File: src/rtl/vgio_pkg.sv
// constants for the a16 general purpose io slave
// assumes a 20 MHz local clock and backplane inputs synchronous to it
package vgio_pkg;

    ////////////////////////////////////////////////////////////////////////
    // bus widths and codes
    localparam int DATA_W = 16;
    localparam int OFF_W = 8;
    localparam int IDX_W = 3;
    localparam int NUM_GP = 4;
    localparam logic [5:0] AM_A16_NPRIV = 6'h29;
    localparam logic [5:0] AM_A16_SUPER = 6'h2d;
    localparam logic [OFF_W-1:0] OFF_ALL_ONES = 8'hff;
    localparam logic [OFF_W-1:0] OFF_CAPTURE_RST = 8'hff;

    // address line positions
    localparam int ADDR_HI = 15;
    localparam int ADDR_HI2 = 14;
    localparam int LA_MSB = 13;
    localparam int LA_LSB = 6;
    localparam int IDX_MSB = 3;
    localparam int IDX_LSB = 1;

    ////////////////////////////////////////////////////////////////////////
    // register indices
    localparam logic [IDX_W-1:0] IDX_IDENTITY = 3'h0;
    localparam logic [IDX_W-1:0] IDX_DEVTYPE = 3'h1;
    localparam logic [IDX_W-1:0] IDX_STATUS = 3'h2;
    localparam logic [IDX_W-1:0] IDX_OFFSET = 3'h3;
    localparam logic [IDX_W-1:0] IDX_GP_BASE = 3'h4;

    // identity word fields
    localparam logic [1:0] ID_CLASS_REGBASED = 2'h3;
    localparam logic [1:0] ID_ADDR_A16_ONLY = 2'h3;
    localparam logic [11:0] MAKER_CODE_DEF = 12'h5a3; // arbitrary value

    // status read bit positions, spares read one
    localparam int ST_MODID_N = 0;
    localparam int ST_AUX_READY = 2;
    localparam int ST_AUX_PASS = 3;
    localparam int ST_PWR_OK_N = 6;
    localparam int ST_PWR_FAIL_N = 7;
    localparam int ST_EE_DOUT = 8;
    localparam logic [DATA_W-1:0] ST_SPARE_ONES = 16'hffff;

    // status write bit positions
    localparam int SW_EE_DIN = 0;
    localparam int SW_EE_CLK = 1;
    localparam int SW_EE_CS = 2;
    localparam int SW_SOFT_RST_N = 3;

    // offset readback upper byte
    localparam logic [OFF_W-1:0] OFF_RB_HIGH = 8'hff;

    ////////////////////////////////////////////////////////////////////////
    // activity stretch time
    localparam int CLK_HZ = 20000000;
    localparam int ACT_STRETCH_MS = 50;
    localparam int ACT_CYCLES = CLK_HZ / 1000 * ACT_STRETCH_MS;
    localparam int ACT_CNT_W = 20;
    localparam int NUM_SUPPLIES = 5;

    typedef enum logic [0:0] {
        ST_IDLE = 1'b0,
        ST_HOLD = 1'b1
    } vgio_state_type;

endpackage

File: src/rtl/vgio_a16_slave.sv
// a16 register based general purpose io card logic
// assumes backplane strobes already synchronous to ref_clk, one access at a time
`timescale 1ns/100ps
module vgio_a16_slave #(
    parameter int ACT_STRETCH_CYCLES = vgio_pkg::ACT_CYCLES, // visible pulse length
    parameter logic [11:0] MAKER_CODE = vgio_pkg::MAKER_CODE_DEF // arbitrary value
) (
    input wire logic ref_clk, // local clock
    input wire logic rstn, // async reset, active low
    input wire logic as_n, // address strobe
    input wire logic ds_n, // data strobe
    input wire logic write_n, // low for write
    input wire logic lword_n, // longword indicator
    input wire logic [5:0] am, // address modifier
    input wire logic [15:1] addr, // address lines
    input wire logic modid_n, // module identification line
    input wire logic [vgio_pkg::DATA_W-1:0] data_in, // backplane data in
    output logic [vgio_pkg::DATA_W-1:0] data_out, // backplane data out
    output logic data_oe, // drive data lines
    output logic buf_en, // data buffers enabled
    output logic dtack_n, // transfer acknowledge
    input wire logic [vgio_pkg::OFF_W-1:0] offset_switch_bank, // up is one
    input wire logic [7:0] devtype_high_switches, // up is one
    input wire logic [7:0] devtype_low_switches, // up is one
    input wire logic [vgio_pkg::NUM_SUPPLIES-1:0] supply_in_tol, // comparators
    input wire logic aux_ready_flag, // aux connector, high when open
    input wire logic aux_selftest_pass_flag, // aux connector, high when open
    input wire logic eeprom_dout, // serial eeprom data out
    input wire logic eeprom_prog_strap, // strap low inhibits programming
    output logic eeprom_din, // serial eeprom data in
    output logic eeprom_clk, // serial eeprom clock
    output logic eeprom_cs, // serial eeprom select
    output logic eeprom_prog_en, // program enable
    output logic soft_reset_out_n, // to aux connector
    output logic power_ok_n, // green indicator
    output logic power_fail_n, // red indicator
    output logic activity_led, // yellow indicator
    input wire logic [vgio_pkg::DATA_W-1:0] gp_in_a, // connector a read
    input wire logic [vgio_pkg::DATA_W-1:0] gp_in_b, // connector b read
    input wire logic [vgio_pkg::DATA_W-1:0] gp_in_c, // connector c read
    input wire logic [vgio_pkg::DATA_W-1:0] gp_in_d, // connector d read
    output logic [vgio_pkg::DATA_W-1:0] gp_out_a, // connector a latch
    output logic [vgio_pkg::DATA_W-1:0] gp_out_b, // connector b latch
    output logic [vgio_pkg::DATA_W-1:0] gp_out_c, // connector c latch
    output logic [vgio_pkg::DATA_W-1:0] gp_out_d // connector d latch
);
    import vgio_pkg::*;

    ////////////////////////////////////////////////////////////////////////
    // declarations
    vgio_state_type state_q, state_d;
    logic [OFF_W-1:0] capture_q;
    logic [OFF_W-1:0] active_off_q;
    logic [OFF_W-1:0] active_off;
    logic [DATA_W-1:0] data_out_q;
    logic data_oe_q;
    logic buf_en_q;
    logic dtack_n_q;
    logic ee_din_q, ee_clk_q, ee_cs_q, ee_prog_q, soft_rst_n_q;
    logic pwr_ok_n_q, pwr_fail_n_q;
    logic [ACT_CNT_W-1:0] act_cnt_q;
    logic act_led_q;
    logic [DATA_W-1:0] gp_q [NUM_GP];
    logic [DATA_W-1:0] gp_rd [NUM_GP];
    logic am_ok, card_sel, grant, grant_wr, grant_rd;
    logic [IDX_W-1:0] idx;
    logic [DATA_W-1:0] rd_word;
    logic [DATA_W-1:0] status_word;

    ////////////////////////////////////////////////////////////////////////
    // offset source
    // switch or capture latch
    assign active_off = (offset_switch_bank == OFF_ALL_ONES) ? capture_q : offset_switch_bank;

    // registered copy of the active offset, used only by a_offset_switch; readback takes active_off
    always_ff @(posedge ref_clk or negedge rstn) begin
        if (!rstn) begin
            active_off_q <= OFF_CAPTURE_RST;
        end else begin
            active_off_q <= active_off;
        end
    end

    ////////////////////////////////////////////////////////////////////////
    // card selection
    // short space modifiers only
    assign am_ok = (am == AM_A16_NPRIV) || (am == AM_A16_SUPER);
    assign card_sel = am_ok && addr[ADDR_HI] && addr[ADDR_HI2] && lword_n
                      && (addr[LA_MSB:LA_LSB] == active_off);
    assign grant = (state_q == ST_IDLE) && !as_n && !ds_n && card_sel;
    assign grant_wr = grant && !write_n;
    assign grant_rd = grant && write_n;
    assign idx = addr[IDX_MSB:IDX_LSB];

    ////////////////////////////////////////////////////////////////////////
    // read data sources
    assign gp_rd[0] = gp_in_a;
    assign gp_rd[1] = gp_in_b;
    assign gp_rd[2] = gp_in_c;
    assign gp_rd[3] = gp_in_d;

    always_comb begin
        status_word = ST_SPARE_ONES;
        status_word[ST_MODID_N] = modid_n;
        status_word[ST_AUX_READY] = aux_ready_flag;
        status_word[ST_AUX_PASS] = aux_selftest_pass_flag;
        status_word[ST_PWR_OK_N] = pwr_ok_n_q;
        status_word[ST_PWR_FAIL_N] = pwr_fail_n_q;
        status_word[ST_EE_DOUT] = eeprom_dout;
    end

    // read multiplexer over the eight selects
    always_comb begin
        case (idx)
            IDX_IDENTITY: rd_word = {ID_CLASS_REGBASED, ID_ADDR_A16_ONLY, MAKER_CODE};
            IDX_DEVTYPE: rd_word = ~{devtype_high_switches, devtype_low_switches};
            IDX_STATUS: rd_word = status_word;
            IDX_OFFSET: rd_word = {OFF_RB_HIGH, active_off};
            default: rd_word = gp_rd[2'(idx - IDX_GP_BASE)];
        endcase
    end

    ////////////////////////////////////////////////////////////////////////
    // access state machine
    // acknowledge only, no interrupt lines
    always_comb begin
        case (state_q)
            ST_IDLE: state_d = grant ? ST_HOLD : ST_IDLE;
            ST_HOLD: state_d = ds_n ? ST_IDLE : ST_HOLD;
            default: state_d = ST_IDLE;
        endcase
    end

    always_ff @(posedge ref_clk or negedge rstn) begin
        if (!rstn) begin
            state_q <= ST_IDLE;
        end else begin
            state_q <= state_d;
        end
    end

    // acknowledge and data drive
    // buffers only while accessed
    always_ff @(posedge ref_clk or negedge rstn) begin
        if (!rstn) begin
            dtack_n_q <= 1'b1;
            buf_en_q <= 1'b0;
            data_oe_q <= 1'b0;
            data_out_q <= '0;
        end else if (grant) begin
            dtack_n_q <= 1'b0;
            buf_en_q <= 1'b1;
            data_oe_q <= write_n;
            data_out_q <= write_n ? rd_word : data_out_q;
        end else if (state_q == ST_HOLD && ds_n) begin
            dtack_n_q <= 1'b1;
            buf_en_q <= 1'b0;
            data_oe_q <= 1'b0;
        end
    end

    ////////////////////////////////////////////////////////////////////////
    // identification capture
    // low byte while modid and switches ff
    always_ff @(posedge ref_clk or negedge rstn) begin
        if (!rstn) begin
            capture_q <= OFF_CAPTURE_RST;
        end else if (grant_wr && idx == IDX_OFFSET && !modid_n && offset_switch_bank == OFF_ALL_ONES) begin
            capture_q <= data_in[OFF_W-1:0];
        end
    end

    ////////////////////////////////////////////////////////////////////////
    // status write
    // eeprom control and soft reset
    always_ff @(posedge ref_clk or negedge rstn) begin
        if (!rstn) begin
            ee_din_q <= 1'b0;
            ee_clk_q <= 1'b0;
            ee_cs_q <= 1'b0;
            soft_rst_n_q <= 1'b1;
        end else if (grant_wr && idx == IDX_STATUS) begin
            ee_din_q <= data_in[SW_EE_DIN];
            ee_clk_q <= data_in[SW_EE_CLK];
            ee_cs_q <= data_in[SW_EE_CS];
            soft_rst_n_q <= data_in[SW_SOFT_RST_N];
        end
    end

    // program enable defaults high, strap may pull low
    always_ff @(posedge ref_clk or negedge rstn) begin
        if (!rstn) begin
            ee_prog_q <= 1'b1;
        end else begin
            ee_prog_q <= eeprom_prog_strap;
        end
    end

    ////////////////////////////////////////////////////////////////////////
    // supply monitor
    // good only when all in tolerance
    always_ff @(posedge ref_clk or negedge rstn) begin
        if (!rstn) begin
            pwr_ok_n_q <= 1'b1;
            pwr_fail_n_q <= 1'b0;
        end else begin
            pwr_ok_n_q <= ~(&supply_in_tol);
            pwr_fail_n_q <= &supply_in_tol;
        end
    end

    ////////////////////////////////////////////////////////////////////////
    // general purpose write latches
    // write latch separate from read path
    for (genvar g = 0; g < NUM_GP; g++) begin : g_gp
        always_ff @(posedge ref_clk or negedge rstn) begin
            if (!rstn) begin
                gp_q[g] <= '0;
            end else if (grant_wr && idx == IDX_W'(IDX_GP_BASE + IDX_W'(g))) begin
                gp_q[g] <= data_in;
            end
        end
    end

    ////////////////////////////////////////////////////////////////////////
    // activity stretcher
    // reload on every access
    always_ff @(posedge ref_clk or negedge rstn) begin
        if (!rstn) begin
            act_cnt_q <= '0;
            act_led_q <= 1'b0;
        end else if (grant) begin
            act_cnt_q <= ACT_CNT_W'(ACT_STRETCH_CYCLES);
            act_led_q <= 1'b1;
        end else if (act_cnt_q != '0) begin
            act_cnt_q <= act_cnt_q - 1'b1;
            act_led_q <= (act_cnt_q != ACT_CNT_W'(1));
        end
    end

    ////////////////////////////////////////////////////////////////////////
    // outputs
    assign data_out = data_out_q;
    assign data_oe = data_oe_q;
    assign buf_en = buf_en_q;
    assign dtack_n = dtack_n_q;
    assign eeprom_din = ee_din_q;
    assign eeprom_clk = ee_clk_q;
    assign eeprom_cs = ee_cs_q;
    assign eeprom_prog_en = ee_prog_q;
    assign soft_reset_out_n = soft_rst_n_q;
    assign power_ok_n = pwr_ok_n_q;
    assign power_fail_n = pwr_fail_n_q;
    assign activity_led = act_led_q;
    assign gp_out_a = gp_q[0];
    assign gp_out_b = gp_q[1];
    assign gp_out_c = gp_q[2];
    assign gp_out_d = gp_q[3];

    ////////////////////////////////////////////////////////////////////////
    // checks
    a_am_decode: assert property (@(posedge ref_clk) disable iff (!rstn)
        $fell(dtack_n_q) |-> $past(am == AM_A16_NPRIV || am == AM_A16_SUPER))
        else $error("acknowledge with illegal address modifier");

    a_addr_high: assert property (@(posedge ref_clk) disable iff (!rstn)
        $fell(dtack_n_q) |-> $past(addr[ADDR_HI] && addr[ADDR_HI2]))
        else $error("acknowledge without high address lines");

    a_lword_word: assert property (@(posedge ref_clk) disable iff (!rstn)
        $fell(dtack_n_q) |-> $past(lword_n))
        else $error("acknowledge on longword transfer");

    a_offset_switch: assert property (@(posedge ref_clk) disable iff (!rstn)
        (offset_switch_bank != OFF_ALL_ONES) |=> active_off_q == $past(offset_switch_bank))
        else $error("switch offset not used");

    a_modid_capture: assert property (@(posedge ref_clk) disable iff (!rstn)
        (grant_wr && idx == IDX_OFFSET && !modid_n && offset_switch_bank == OFF_ALL_ONES)
        |=> capture_q == $past(data_in[OFF_W-1:0]))
        else $error("identification byte not captured");

    a_buffer_access: assert property (@(posedge ref_clk) disable iff (!rstn)
        data_oe_q |-> (buf_en_q && !dtack_n_q))
        else $error("data driven outside an access");

    a_buffer_release: assert property (@(posedge ref_clk) disable iff (!rstn)
        buf_en_q && $past(buf_en_q) |-> $past(!ds_n))
        else $error("buffers held after data strobe release");

    a_status_supply: assert property (@(posedge ref_clk) disable iff (!rstn)
        grant_rd && idx == IDX_STATUS |=> data_out_q[ST_PWR_OK_N] == $past(pwr_ok_n_q)
        && data_out_q[ST_EE_DOUT] == $past(eeprom_dout))
        else $error("status read wrong");

    a_offset_rb: assert property (@(posedge ref_clk) disable iff (!rstn)
        grant_rd && idx == IDX_OFFSET |=> data_out_q == {OFF_RB_HIGH, $past(active_off)})
        else $error("offset readback wrong");

    a_gp_latch: assert property (@(posedge ref_clk) disable iff (!rstn)
        grant_wr && idx == IDX_GP_BASE |=> gp_out_a == $past(data_in))
        else $error("port a latch not written");

    a_soft_reset: assert property (@(posedge ref_clk) disable iff (!rstn)
        grant_wr && idx == IDX_STATUS |=> soft_reset_out_n == $past(data_in[SW_SOFT_RST_N]))
        else $error("soft reset not written");

    a_act_pulse: assert property (@(posedge ref_clk) disable iff (!rstn)
        grant |=> activity_led [*2])
        else $error("activity not stretched");

    a_supply_pair: assert property (@(posedge ref_clk) disable iff (!rstn)
        (&supply_in_tol) |=> (!power_ok_n && power_fail_n))
        else $error("supply indicators wrong");

endmodule

File: config.mk
export PLATFORM = sky130hd
export DESIGN_NAME = vgio_a16_slave
export DESIGN_NICKNAME = d
export VERILOG_FILES = /design/src/rtl/vgio_pkg.sv /design/src/rtl/vgio_a16_slave.sv
export SDC_FILE = /design/constraint.sdc
export NUM_CORES = 1
export LEC_CHECK = 0
export BUFFER_PORTS_ARGS = -buffer_cell sky130_fd_sc_hd__clkbuf_2
export CELL_PAD_IN_SITES_DETAIL_PLACEMENT = 0
export CELL_PAD_IN_SITES_GLOBAL_PLACEMENT = 1
export CORE_MARGIN = 2
export CORE_UTILIZATION = 41
export DETAILED_ROUTE_END_ITERATION = 8
export PLACE_DENSITY = 0.89
export SLEW_MARGIN = 10
export SYNTH_ARGS = -nofsm -noshare
export SYNTH_HDL_FRONTEND = slang
export SYNTH_SLANG_ARGS = --single-unit
File: constraint.sdc
create_clock -name ref_clk -period 3.5 [get_ports ref_clk]
set_input_delay 0.7 -clock ref_clk [delete_from_list [all_inputs] [get_ports ref_clk]]
set_output_delay 0.7 -clock ref_clk [all_outputs]
set_load 0.01 [all_outputs]
==> results.md, run 1 <==
- Status: complete, no violations
- Unique masters post-synth: 53
- Synth Area in Compound Gates: 0.0606
- Fmax: 377 MHz
- Initial core utilization: 0.418
- CTS Buf Count: 17
- Post-synth ARST share: 1.00
- Hold WC Path Type: in -> async
- Top_reg_cell synth: dfrtp_1
- Vias: 4770
- Layout cells sized above 1: 0.536
- Simple-gate share of the synthesized area: 0.140
- Post-Route WL: 15800 um
- Flop pwr share: 0.413
- Worst-case clock skew: 0.00678 ns
- Comb pwr share: 0.084
- Commonest cells after routing, fill and taps aside: clkbuf_2, dfrtp_1, mux2_2
- Net Sw Frac: 0.241
- Vias in the first global route: 5044
- DP Wirelength: 11900 um
- FF+latch count, synth: 120
- Critical R2R Launch: capture_q[7]
- Vias/cell: 5.13
- Die ar.: 0.0157 sq mm
- Filler cell count: 1261
- Most common cell after layout, fill and taps aside: clkbuf_2
- Setup TNS: 0 ns
- Crit path required time: 3.79 ns
- RSZ-0062 raised after global routing: no
- Initial antenna violation count: 1
- Area of the multi-input gates: 0.00285 sq mm
- Mapped cell area: 0.00605 sq mm
- Critical Path Start: am[1]
- DRT antenna net count: 0
- Post-CTS setup buffers: 0
- Adder-cell share of the synthesized area: 0.00414
- Mux contribution to synthesized area: 0.231
- Clk pwr share: 0.504
- Clk_lat worst skew: 0.41 ns
- Largest family of logic cells by synthesized area: multiplexers
- Crit path launch type: input pin
- Worst Path Max Fanout: 16
- Fin. max-slew vios: 0
- Top cells by area, synth: dfrtp_1, mux2_2, dfstp_2
- Internal power: 2.60 mW
- Clock root buffer: clkbuf_16
- Die Y: 125 um
- P_leak: 4.16 nW
- Routability Congestion: 0.840
- Final hold violation count: 0
- Cells after Synth: 498
- Worst VDD drop: 0.431 mV
- EDFF count, synth: 0
- Worst EP arrival: 2.95 ns
- Synth area leader: dfrtp_1
- Synth warn: 0
- Die width: 125 um
- Final Cycle Share: 0.758
- WS Path Type: in -> reg
- Pin count of the biggest net entering global routing: 66
- Final setup violating endpoints: 0
- XOR/XNOR share of the synthesized area: 0.0347
- Setup crit end kind: flip-flop
- Net Switching: 828 uW
- Area Growth Syn to Fin: 32.1%
- Sequential cell area: 0.00302 sq mm
- Sequential area share after synthesis: 0.499
- DR WL/cell: 17.0 um
- Max-cap violation count: 0
- Mean Syn Cell Area: 12.2 sq um
- First-pass GRT wire length: 25100 um
- Cell Rows: 44
- Core area: 0.0145 sq mm
- H-tree Lvls: 4
- Max clock buf depth: 2
- Worst slew pin tran: 0.817 ns
- GRT Total Usage: 0.202
- DR pass1 iterations: 4
- Overall Power: 3.43 mW
- CTS tree: done
- Pwr/cell area: 429 mW/mm^2
- Post-synth top area share: 0.447
- CTS clk-pin slew, worst paths: 0.06 ns
- IO buf count: 228
- Post_cts resized: 0
- Clk sinks: 120
- First-iteration detailed-routing DRC count: 153
- Hold bufs inserted after CTS: 0
- Drc violations: 0
- Layout net count: 875
- Slew HR: 0.455
- Net Count, Synth: 641
- GR Overflow Total: 0
- Post-route minimum period: 2.65 ns
- Boundary pin count: 232
[cells by family (layout without fill, tap and decap cells)]
kind of cell | count (synthesis) | after routing
adders and majority gates | 2 | 2
and+or+nand+nor | 138 | 138
buffers and inverters | 43 | 290
other | 0 | 1
muxes | 114 | 114
AOI/OAI and AO/OA | 57 | 57
DFF | 120 | 120
xor gates and xnor gates | 24 | 24
[layer usage]
| metal | vias up | share of wire | GRT usage |
|---|---|---|---|
| met5 | - | 0 | 0 |
| met2 | 147 | 0.51 | 0.345 |
| met4 | 0 | 0.016 | 0.0673 |
| met1 | 2336 | 0.40 | 0.236 |
| met3 | 19 | 0.071 | 0.0723 |
| li1 | 2268 | - | - |
[stage by stage]
| stage | area [sq um] | hold WS (ns) | util | worst slack [ns] | instances |
|---|---|---|---|---|---|
| finish | 8000 | 0.373 | 0.552 | 0.849 | 930 |
| global route | 8000 | 0.359 | 0.552 | 0.692 | 930 |
| CTS | 7990 | 0.349 | 0.552 | 0.793 | 929 |
| detailed placement | 7400 | 0.493 | 0.511 | 0.350 | 897 |
| global placement | 7400 | 0.480 | 0.511 | 0.412 | 897 |
| floorplan | 6050 | 0.404 | - | 0.805 | 498 |
[critical path: stages]
cell	delay, ns
clkbuf_2	0.08
nor4bb_1	0.52
nand4b_1	0.16
mux2i_1	0.26
and4_1	0.47
nand3b_4	0.35
mux2_2	0.38
[synth_stat cells (4+ instances only)]
cell / number
a21oi_1: 16
a31oi_1: 4
a32oi_1: 4
clkbuf_1: 13
dfrtp_1: 108
dfstp_2: 12
inv_1: 20
mux2_2: 89
mux2_4: 4
mux2i_1: 11
mux4_2: 10
nand2_1: 40
nand3_1: 5
nand3b_1: 5
nand3b_4: 4
nand4_1: 7
nand4b_1: 9
nor2_1: 31
nor2b_1: 4
nor3_1: 7
nor4_1: 4
o211ai_1: 6
o21ai_0: 16
xnor2_1: 6
xor2_1: 18
[cell type report]
type / count / share of cell area
flip-flops and latches: 120 / 0.377
multi-input cells: 335 / 0.356
repair buffers: 238 / 0.154
clock buffers: 18 / 0.0537
well taps: 184 / 0.0288
clock inverters: 14 / 0.0200
inverters: 20 / 0.00939
diodes: 1 / 0.000313
[worst paths after layout]
path | to | slack [ns] | depth (start not counted)
worst min-delay path | gp_out_b[0] | 0.37 | 1
max in group asynchronous | power_ok_n | 2.32 | 2
min in group ref_clk | eeprom_prog_en | 0.37 | 1
worst max-delay path | gp_out_c[13] | 0.85 | 7
worst min register to register | gp_out_b[8] | 0.50 | 1
worst max register to register | capture_q[4] | 0.97 | 6
[state kept, by name (all words and copies together), names as in the netlist, 8 cells and up]
register / flops
gp_out_d: 16
gp_out_b: 16
capture_q: 8
act_cnt_q: 20
gp_out_c: 16
gp_out_a: 16
data_out: 16
[power groups by stage]
stage               combinational (mW)  sequential [mW]  clock, mW
CTS                              0.291             1.42       1.77
detailed placement               0.290             1.44          0
global placement                 0.280             1.44          0
floorplan                        0.134             1.44          0
global route                     0.322             1.42       1.83
finish                           0.287             1.42       1.73
Note: power is estimated with default switching activity, not from simulation.
==> run 2: changes to the inputs <==
Settings changed: ABC_AREA set to 1, CORE_UTILIZATION 41 to 36, PLACE_DENSITY 0.89 to 0.84.
Clock period 3.5 ns to 2.5 ns, I/O delays scaled along.
==> run 2 against run 1 <==
Routed wire length grew 29%. Clock power grew 45%. Die area rose by 18%. Via count grew 32%.
==> results.md, run 2 <==
- Cell Rows: 48
- Pwr/cell area: 590 mW/mm^2
- Final worst slack: 0.313 ns
- Internal power: 3.78 mW
- Clk pwr share: 0.507
- Sequential area share after synthesis: 0.481
- Boundary pin count: 232
- Fmax: 457 MHz
- Hold WC Path Type: in -> async
- DP Wirelength: 14700 um
- Die Y: 136 um
- Antenna cells: 0
- Top reg by flops: act_cnt_q
- Vias in the first global route: 6121
- Clk sinks: 120
- Die width: 136 um
- Net Sw Frac: 0.237
- CTS Buf Count: 17
- Top_reg_cell synth: dfrtp_1
- GR Overflow Total: 0
- Mapped cell area: 0.00628 sq mm
- Final setup violating endpoints: 0
- Worst reg2reg path depth: 10
- RSZ-0062 raised after global routing: no
- Core area: 0.0172 sq mm
- Critical R2R Launch: capture_q[5]
- Crit path required time: 2.81 ns
- Cells after Synth: 775
- Vias/cell: 5.05
- DR pass1 iterations: 6
- Worst Path Max Fanout: 16
- Final hold violation count: 0
- Initial antenna violation count: 0
- Area Growth Syn to Fin: 33.6%
- DR WL/cell: 16.3 um
- Max-cap violation count: 0
- Slew HR: 0.556
- Fin. max-slew vios: 0
- Top cells by count, synth: nand2_1, dfrtp_1, nand4_1, nor2_1, inv_1
- WS Path Type: reg -> reg
- Worst EP arrival: 2.49 ns
- EDFF count, synth: 0
- Post-synth top area share: 0.430
- Mean Syn Cell Area: 8.10 sq um
- Synth warn: 0
- IO buf count: 228
- Setup crit end kind: flip-flop
- Die ar.: 0.0185 sq mm
- Vias: 6308
- CTS clk-pin slew, worst paths: 0.06 ns
- P_leak: 4.43 nW
- First-iteration detailed-routing DRC count: 430
- Comb pwr share: 0.091
- Clk_lat worst skew: 0.42 ns
- Layout cells sized above 1: 0.325
- Post-CTS setup buffers: 0
- FF+latch count, synth: 120
- Post-route minimum period: 2.19 ns
- Flop pwr share: 0.402
- Initial core utilization: 0.366
- Max FFs per register: 20
- Worst slew pin tran: 0.665 ns
- Flop2flop setup slack: 0.31 ns
- Post-synth ARST share: 1.00
- Worst R2R End: gp_out_a[3]
- Final Cycle Share: 0.875
- Most common cell after layout, fill and taps aside: nand2_1
- Place WS: -0.0688 ns
- Routability Congestion: 0.817
- GRT Total Usage: 0.226
- First-pass GRT wire length: 32300 um
- Synth area leader: dfrtp_1
- Status: complete, no violations
- Unique masters post-synth: 39
- Commonest cells after routing, fill and taps aside: nand2_1, clkbuf_2, dfrtp_1
- Max clock buf depth: 2
- Drc violations: 0
- Worst VDD drop: 0.510 mV
- Layout net count: 1154
- Hold bufs inserted after CTS: 0
- CTS tree: done
- Crit path launch type: flip-flop
- Top cells by area, synth: dfrtp_1, nand2_1, nand4_1
- DRT antenna net count: 0
- H-tree Lvls: 4
- Most numerous cell in the Yosys netlist: nand2_1
- Post_cts resized: 0
- Post-Route WL: 20300 um
- Core Util, Final: 0.488
- Pin count of the biggest net entering global routing: 72
- Net Switching: 1.18 mW
- Worst-case clock skew: 0.0122 ns
- Clock root buffer: clkbuf_16
- Net Count, Synth: 918
-- run 2: cell families after synthesis --
kind of cell             count (synthesis)  synth area share
AO/OA/AOI/OAI                           86            0.0913
XOR/XNOR                                 7           0.00977
adder cells (fa/ha/maj)                  2           0.00399
buffers and inverters                   84            0.0642
flip-flops                             120             0.481
AND/OR/NAND/NOR                        476             0.350
-- run 2: area by class of cell --
type / instances / area (sq um)
Sequential cell: 120 / 3020
Clock buffer: 23 / 478
Timing Repair Buffer: 258 / 1450
Multi-Input combinational cell: 571 / 2880
Fill cell: 1712 / 8790
Tap cell: 225 / 282
Clock inverter: 8 / 119
Inverter: 43 / 161
-- run 2: worst max-delay path by stage --
stage                         to  slack [ns]  depth (start not counted)                  start
global placement    gp_out_c[14]       -0.04                         13  offset_switch_bank[0]
floorplan           data_out[14]        0.40                         13  offset_switch_bank[1]
CTS                  gp_out_a[3]        0.31                         10           capture_q[5]
global route         gp_out_c[7]        0.14                         11           capture_q[2]
finish               gp_out_a[3]        0.31                         10           capture_q[5]
detailed placement  gp_out_a[14]       -0.07                         13  offset_switch_bank[0]
-- run 2: per-stage QoR --
step | hold slack, ns | instances | power, mW | instance area [sq um] | TNS, ns
finish | 0.0300 | 1248 | 4.95 | 8390 | 0
global route | 0.0520 | 1248 | 5.13 | 8390 | 0
CTS | 0.0351 | 1248 | 4.99 | 8390 | 0
detailed placement | 0.458 | 1217 | 2.47 | 7790 | -2.40
global placement | 0.449 | 1217 | 2.47 | 7790 | -0.999
floorplan | 0.204 | 775 | 2.21 | 6280 | 0
-- run 2: worst max-delay path: stages, from the launching register on --
cell and delay [ns]:
dfstp_2 0.53, nand3b_1 0.14, nand2_1 0.12, nand2_1 0.10
nand2_1 0.05, nor2_1 0.11, nand3_2 0.17, nor2_8 0.30
nand4_4 0.34, nand2_1 0.16, nand2_1 0.06
-- run 2: power groups by stage --
stage / sequential, mW / combinational, mW / clock (mW)
4_1_cts: 1.99 / 0.452 / 2.55
6_report: 1.99 / 0.449 / 2.51
5_1_grt: 1.99 / 0.498 / 2.64
3_5_place_dp: 2.02 / 0.449 / 0
3_3_place_gp: 2.02 / 0.446 / 0
2_1_floorplan: 2.02 / 0.188 / 0
-- run 2: metal layers --
layer,vias up,global-route usage,part of all wire
met2,219,0.335,0.45
met3,28,0.0753,0.080
met4,0,0.0747,0.016
li1,3090,-,-
met5,-,0,0
met1,2971,0.309,0.45
==> run 3: changes to the inputs <==
==> constraint.sdc (replaced) <==
create_clock -name ref_clk -period 2.5 [get_ports ref_clk]
set_input_delay 0.625 -clock ref_clk [delete_from_list [all_inputs] [get_ports ref_clk]]
set_output_delay 0.625 -clock ref_clk [all_outputs]
set_load 0.01 [all_outputs]
==> run 3 against run 2 <==
Total power increased by 0.75%. Die area unchanged. Design area is 4.3% higher. Core utilization rose by 2.1 points. Worst hold slack improved by 0.19 ns. Clock power is essentially flat. Critical path type unchanged. Critical endpoint is now act_cnt_q[19]. Largest cell class unchanged. Highest routed layer unchanged.
==> results.md, run 3 (synthesis results as in run 2) <==
- Status: complete, no violations
- Hold bufs inserted after CTS: 0
- First-iteration detailed-routing DRC count: 423
- Antenna cells: 0
- Crit path required time: 2.79 ns
- Worst path max stage delay: 0.37 ns
- Worst slew pin tran: 0.557 ns
- Pwr/cell area: 570 mW/mm^2
- Post_cts resized: 0
- Layout net count: 1189
- Core area: 0.0172 sq mm
- Final setup violating endpoints: 0
- Final Cycle Share: 0.842
- Vias: 6458
- Worst reg2reg path depth: 11
- DR WL/cell: 16.0 um
- Initial core utilization: 0.366
- Post-Route WL: 20600 um
- Setup crit end kind: flip-flop
- Layout cells sized above 1: 0.348
- CTS tree: done
- Boundary pin count: 232
- H-tree Lvls: 4
- DR pass1 iterations: 7
- Worst EP arrival: 2.40 ns
- Crit path cell chain: inv_1 -> ha_1 -> nand2_1 -> nor2_1 -> inv_1 -> nor2_1 -> nand2_1 -> nand3b_1 -> nor3_1 -> xnor2_1 -> nand2_1
- Area Growth Syn to Fin: 39.3%
- WS Path Type: reg -> reg
- Cell Rows: 48
- Pin count of the biggest net entering global routing: 76
- Max clock buf depth: 2
- Final hold violation count: 0
- Die width: 136 um
- First-pass GRT wire length: 32400 um
- Fin. max-slew vios: 0
- Vias in the first global route: 6218
- IO buf count: 228
- Post-CTS setup buffers: 0
- Clock root buffer: clkbuf_16
- Max FFs per register: 20
- RSZ-0062 raised after global routing: no
- GRT Total Usage: 0.227
- Area of the multi-input gates: 0.00288 sq mm
- Fmax: 475 MHz
- Clk sinks: 120
- DRT antenna net count: 0
- P_leak: 4.63 nW
- Worst Path Max Fanout: 11
- Max-cap violation count: 0
- Filler cell count: 1697
- Sequential cell area: 0.00302 sq mm
- Final worst slack: 0.395 ns
- Top reg by flops: act_cnt_q
- DP Wirelength: 15000 um
- Crit path launch type: flip-flop
- Worst-case clock skew: 0.00969 ns
- Layout Cells excl Fill: 1283
- Initial antenna violation count: 0
- Worst VDD drop: 0.434 mV
- Hold WC Path Type: in -> async
- Post-route minimum period: 2.11 ns
- Number of placed cells counting well taps: 1252
- Die ar.: 0.0185 sq mm
- Slowest cell on crit path: dfrtp_1
- Routability Congestion: 0.836
- CTS clk-pin slew, worst paths: 0.06 ns
- GR Overflow Total: 0
- Most common cell after layout, fill and taps aside: nand2_1
- CTS Buf Count: 17
- Drc violations: 0
- Place WS: -0.0115 ns
- Commonest cells after routing, fill and taps aside: nand2_1, clkbuf_2, dfrtp_1
- Most numerous cell on the critical path: nand2_1
- Die Y: 136 um
- Vias/cell: 5.03
- Clk_lat worst skew: 0.41 ns
- Slew HR: 0.629
## run 3: stage by stage
stage,power (mW),area [sq um],setup TNS (ns),hold slack (ns),util
floorplan,2.21,6280,0,0.329,-
global placement,2.49,8140,0,0.448,0.474
detailed placement,2.49,8140,-0.0199,0.454,0.474
CTS,5.03,8750,0,0.213,0.509
global route,5.18,8750,0,0.228,0.509
finish,4.99,8750,0,0.216,0.509
## run 3: path summary, 6_finish.rpt
kind,startpoint,endpoint,slack (ns)
min reg2reg,capture_q[7],capture_q[7],0.46
min,rstn,data_out[3],0.22
min in group ref_clk,eeprom_prog_strap,eeprom_prog_en,0.30
max reg2reg,act_cnt_q[0],act_cnt_q[19],0.39
max,act_cnt_q[0],act_cnt_q[19],0.39
max in group asynchronous,rstn,soft_reset_out_n,1.91
## run 3: cell type report
cell class,count,share of cell area
clock buffer,23,0.0558
inverter,43,0.0185
multi-input combinational,571,0.329
sequential,120,0.345
timing repair buffer,293,0.205
tap,225,0.0322
clock inverter,8,0.0136
## run 3: worst max-delay path, delay by kind of cell (launching register included)
family | cells | cell delay (ns)
simple gates | 7 | 1.04
flops | 1 | 0.37
fa+ha+maj | 1 | 0.24
xor+xnor | 1 | 0.14
buf+inv | 2 | 0.20
## run 3: where the power goes
part	internal, mW	switching [mW]	total, mW
clock	1.66	0.866	2.53
sequential	1.97	0.0201	1.99
combinational	0.188	0.282	0.471
## run 3: routing by layer
metal | wire, um | vias up | track usage | part of all wire
met5 | 0 | - | 0 | 0
met4 | 371 | 0 | 0.0637 | 0.018
met3 | 1670 | 32 | 0.0720 | 0.081
met2 | 9420 | 232 | 0.350 | 0.46
met1 | 9130 | 3031 | 0.306 | 0.44
li1 | - | 3163 | - | -
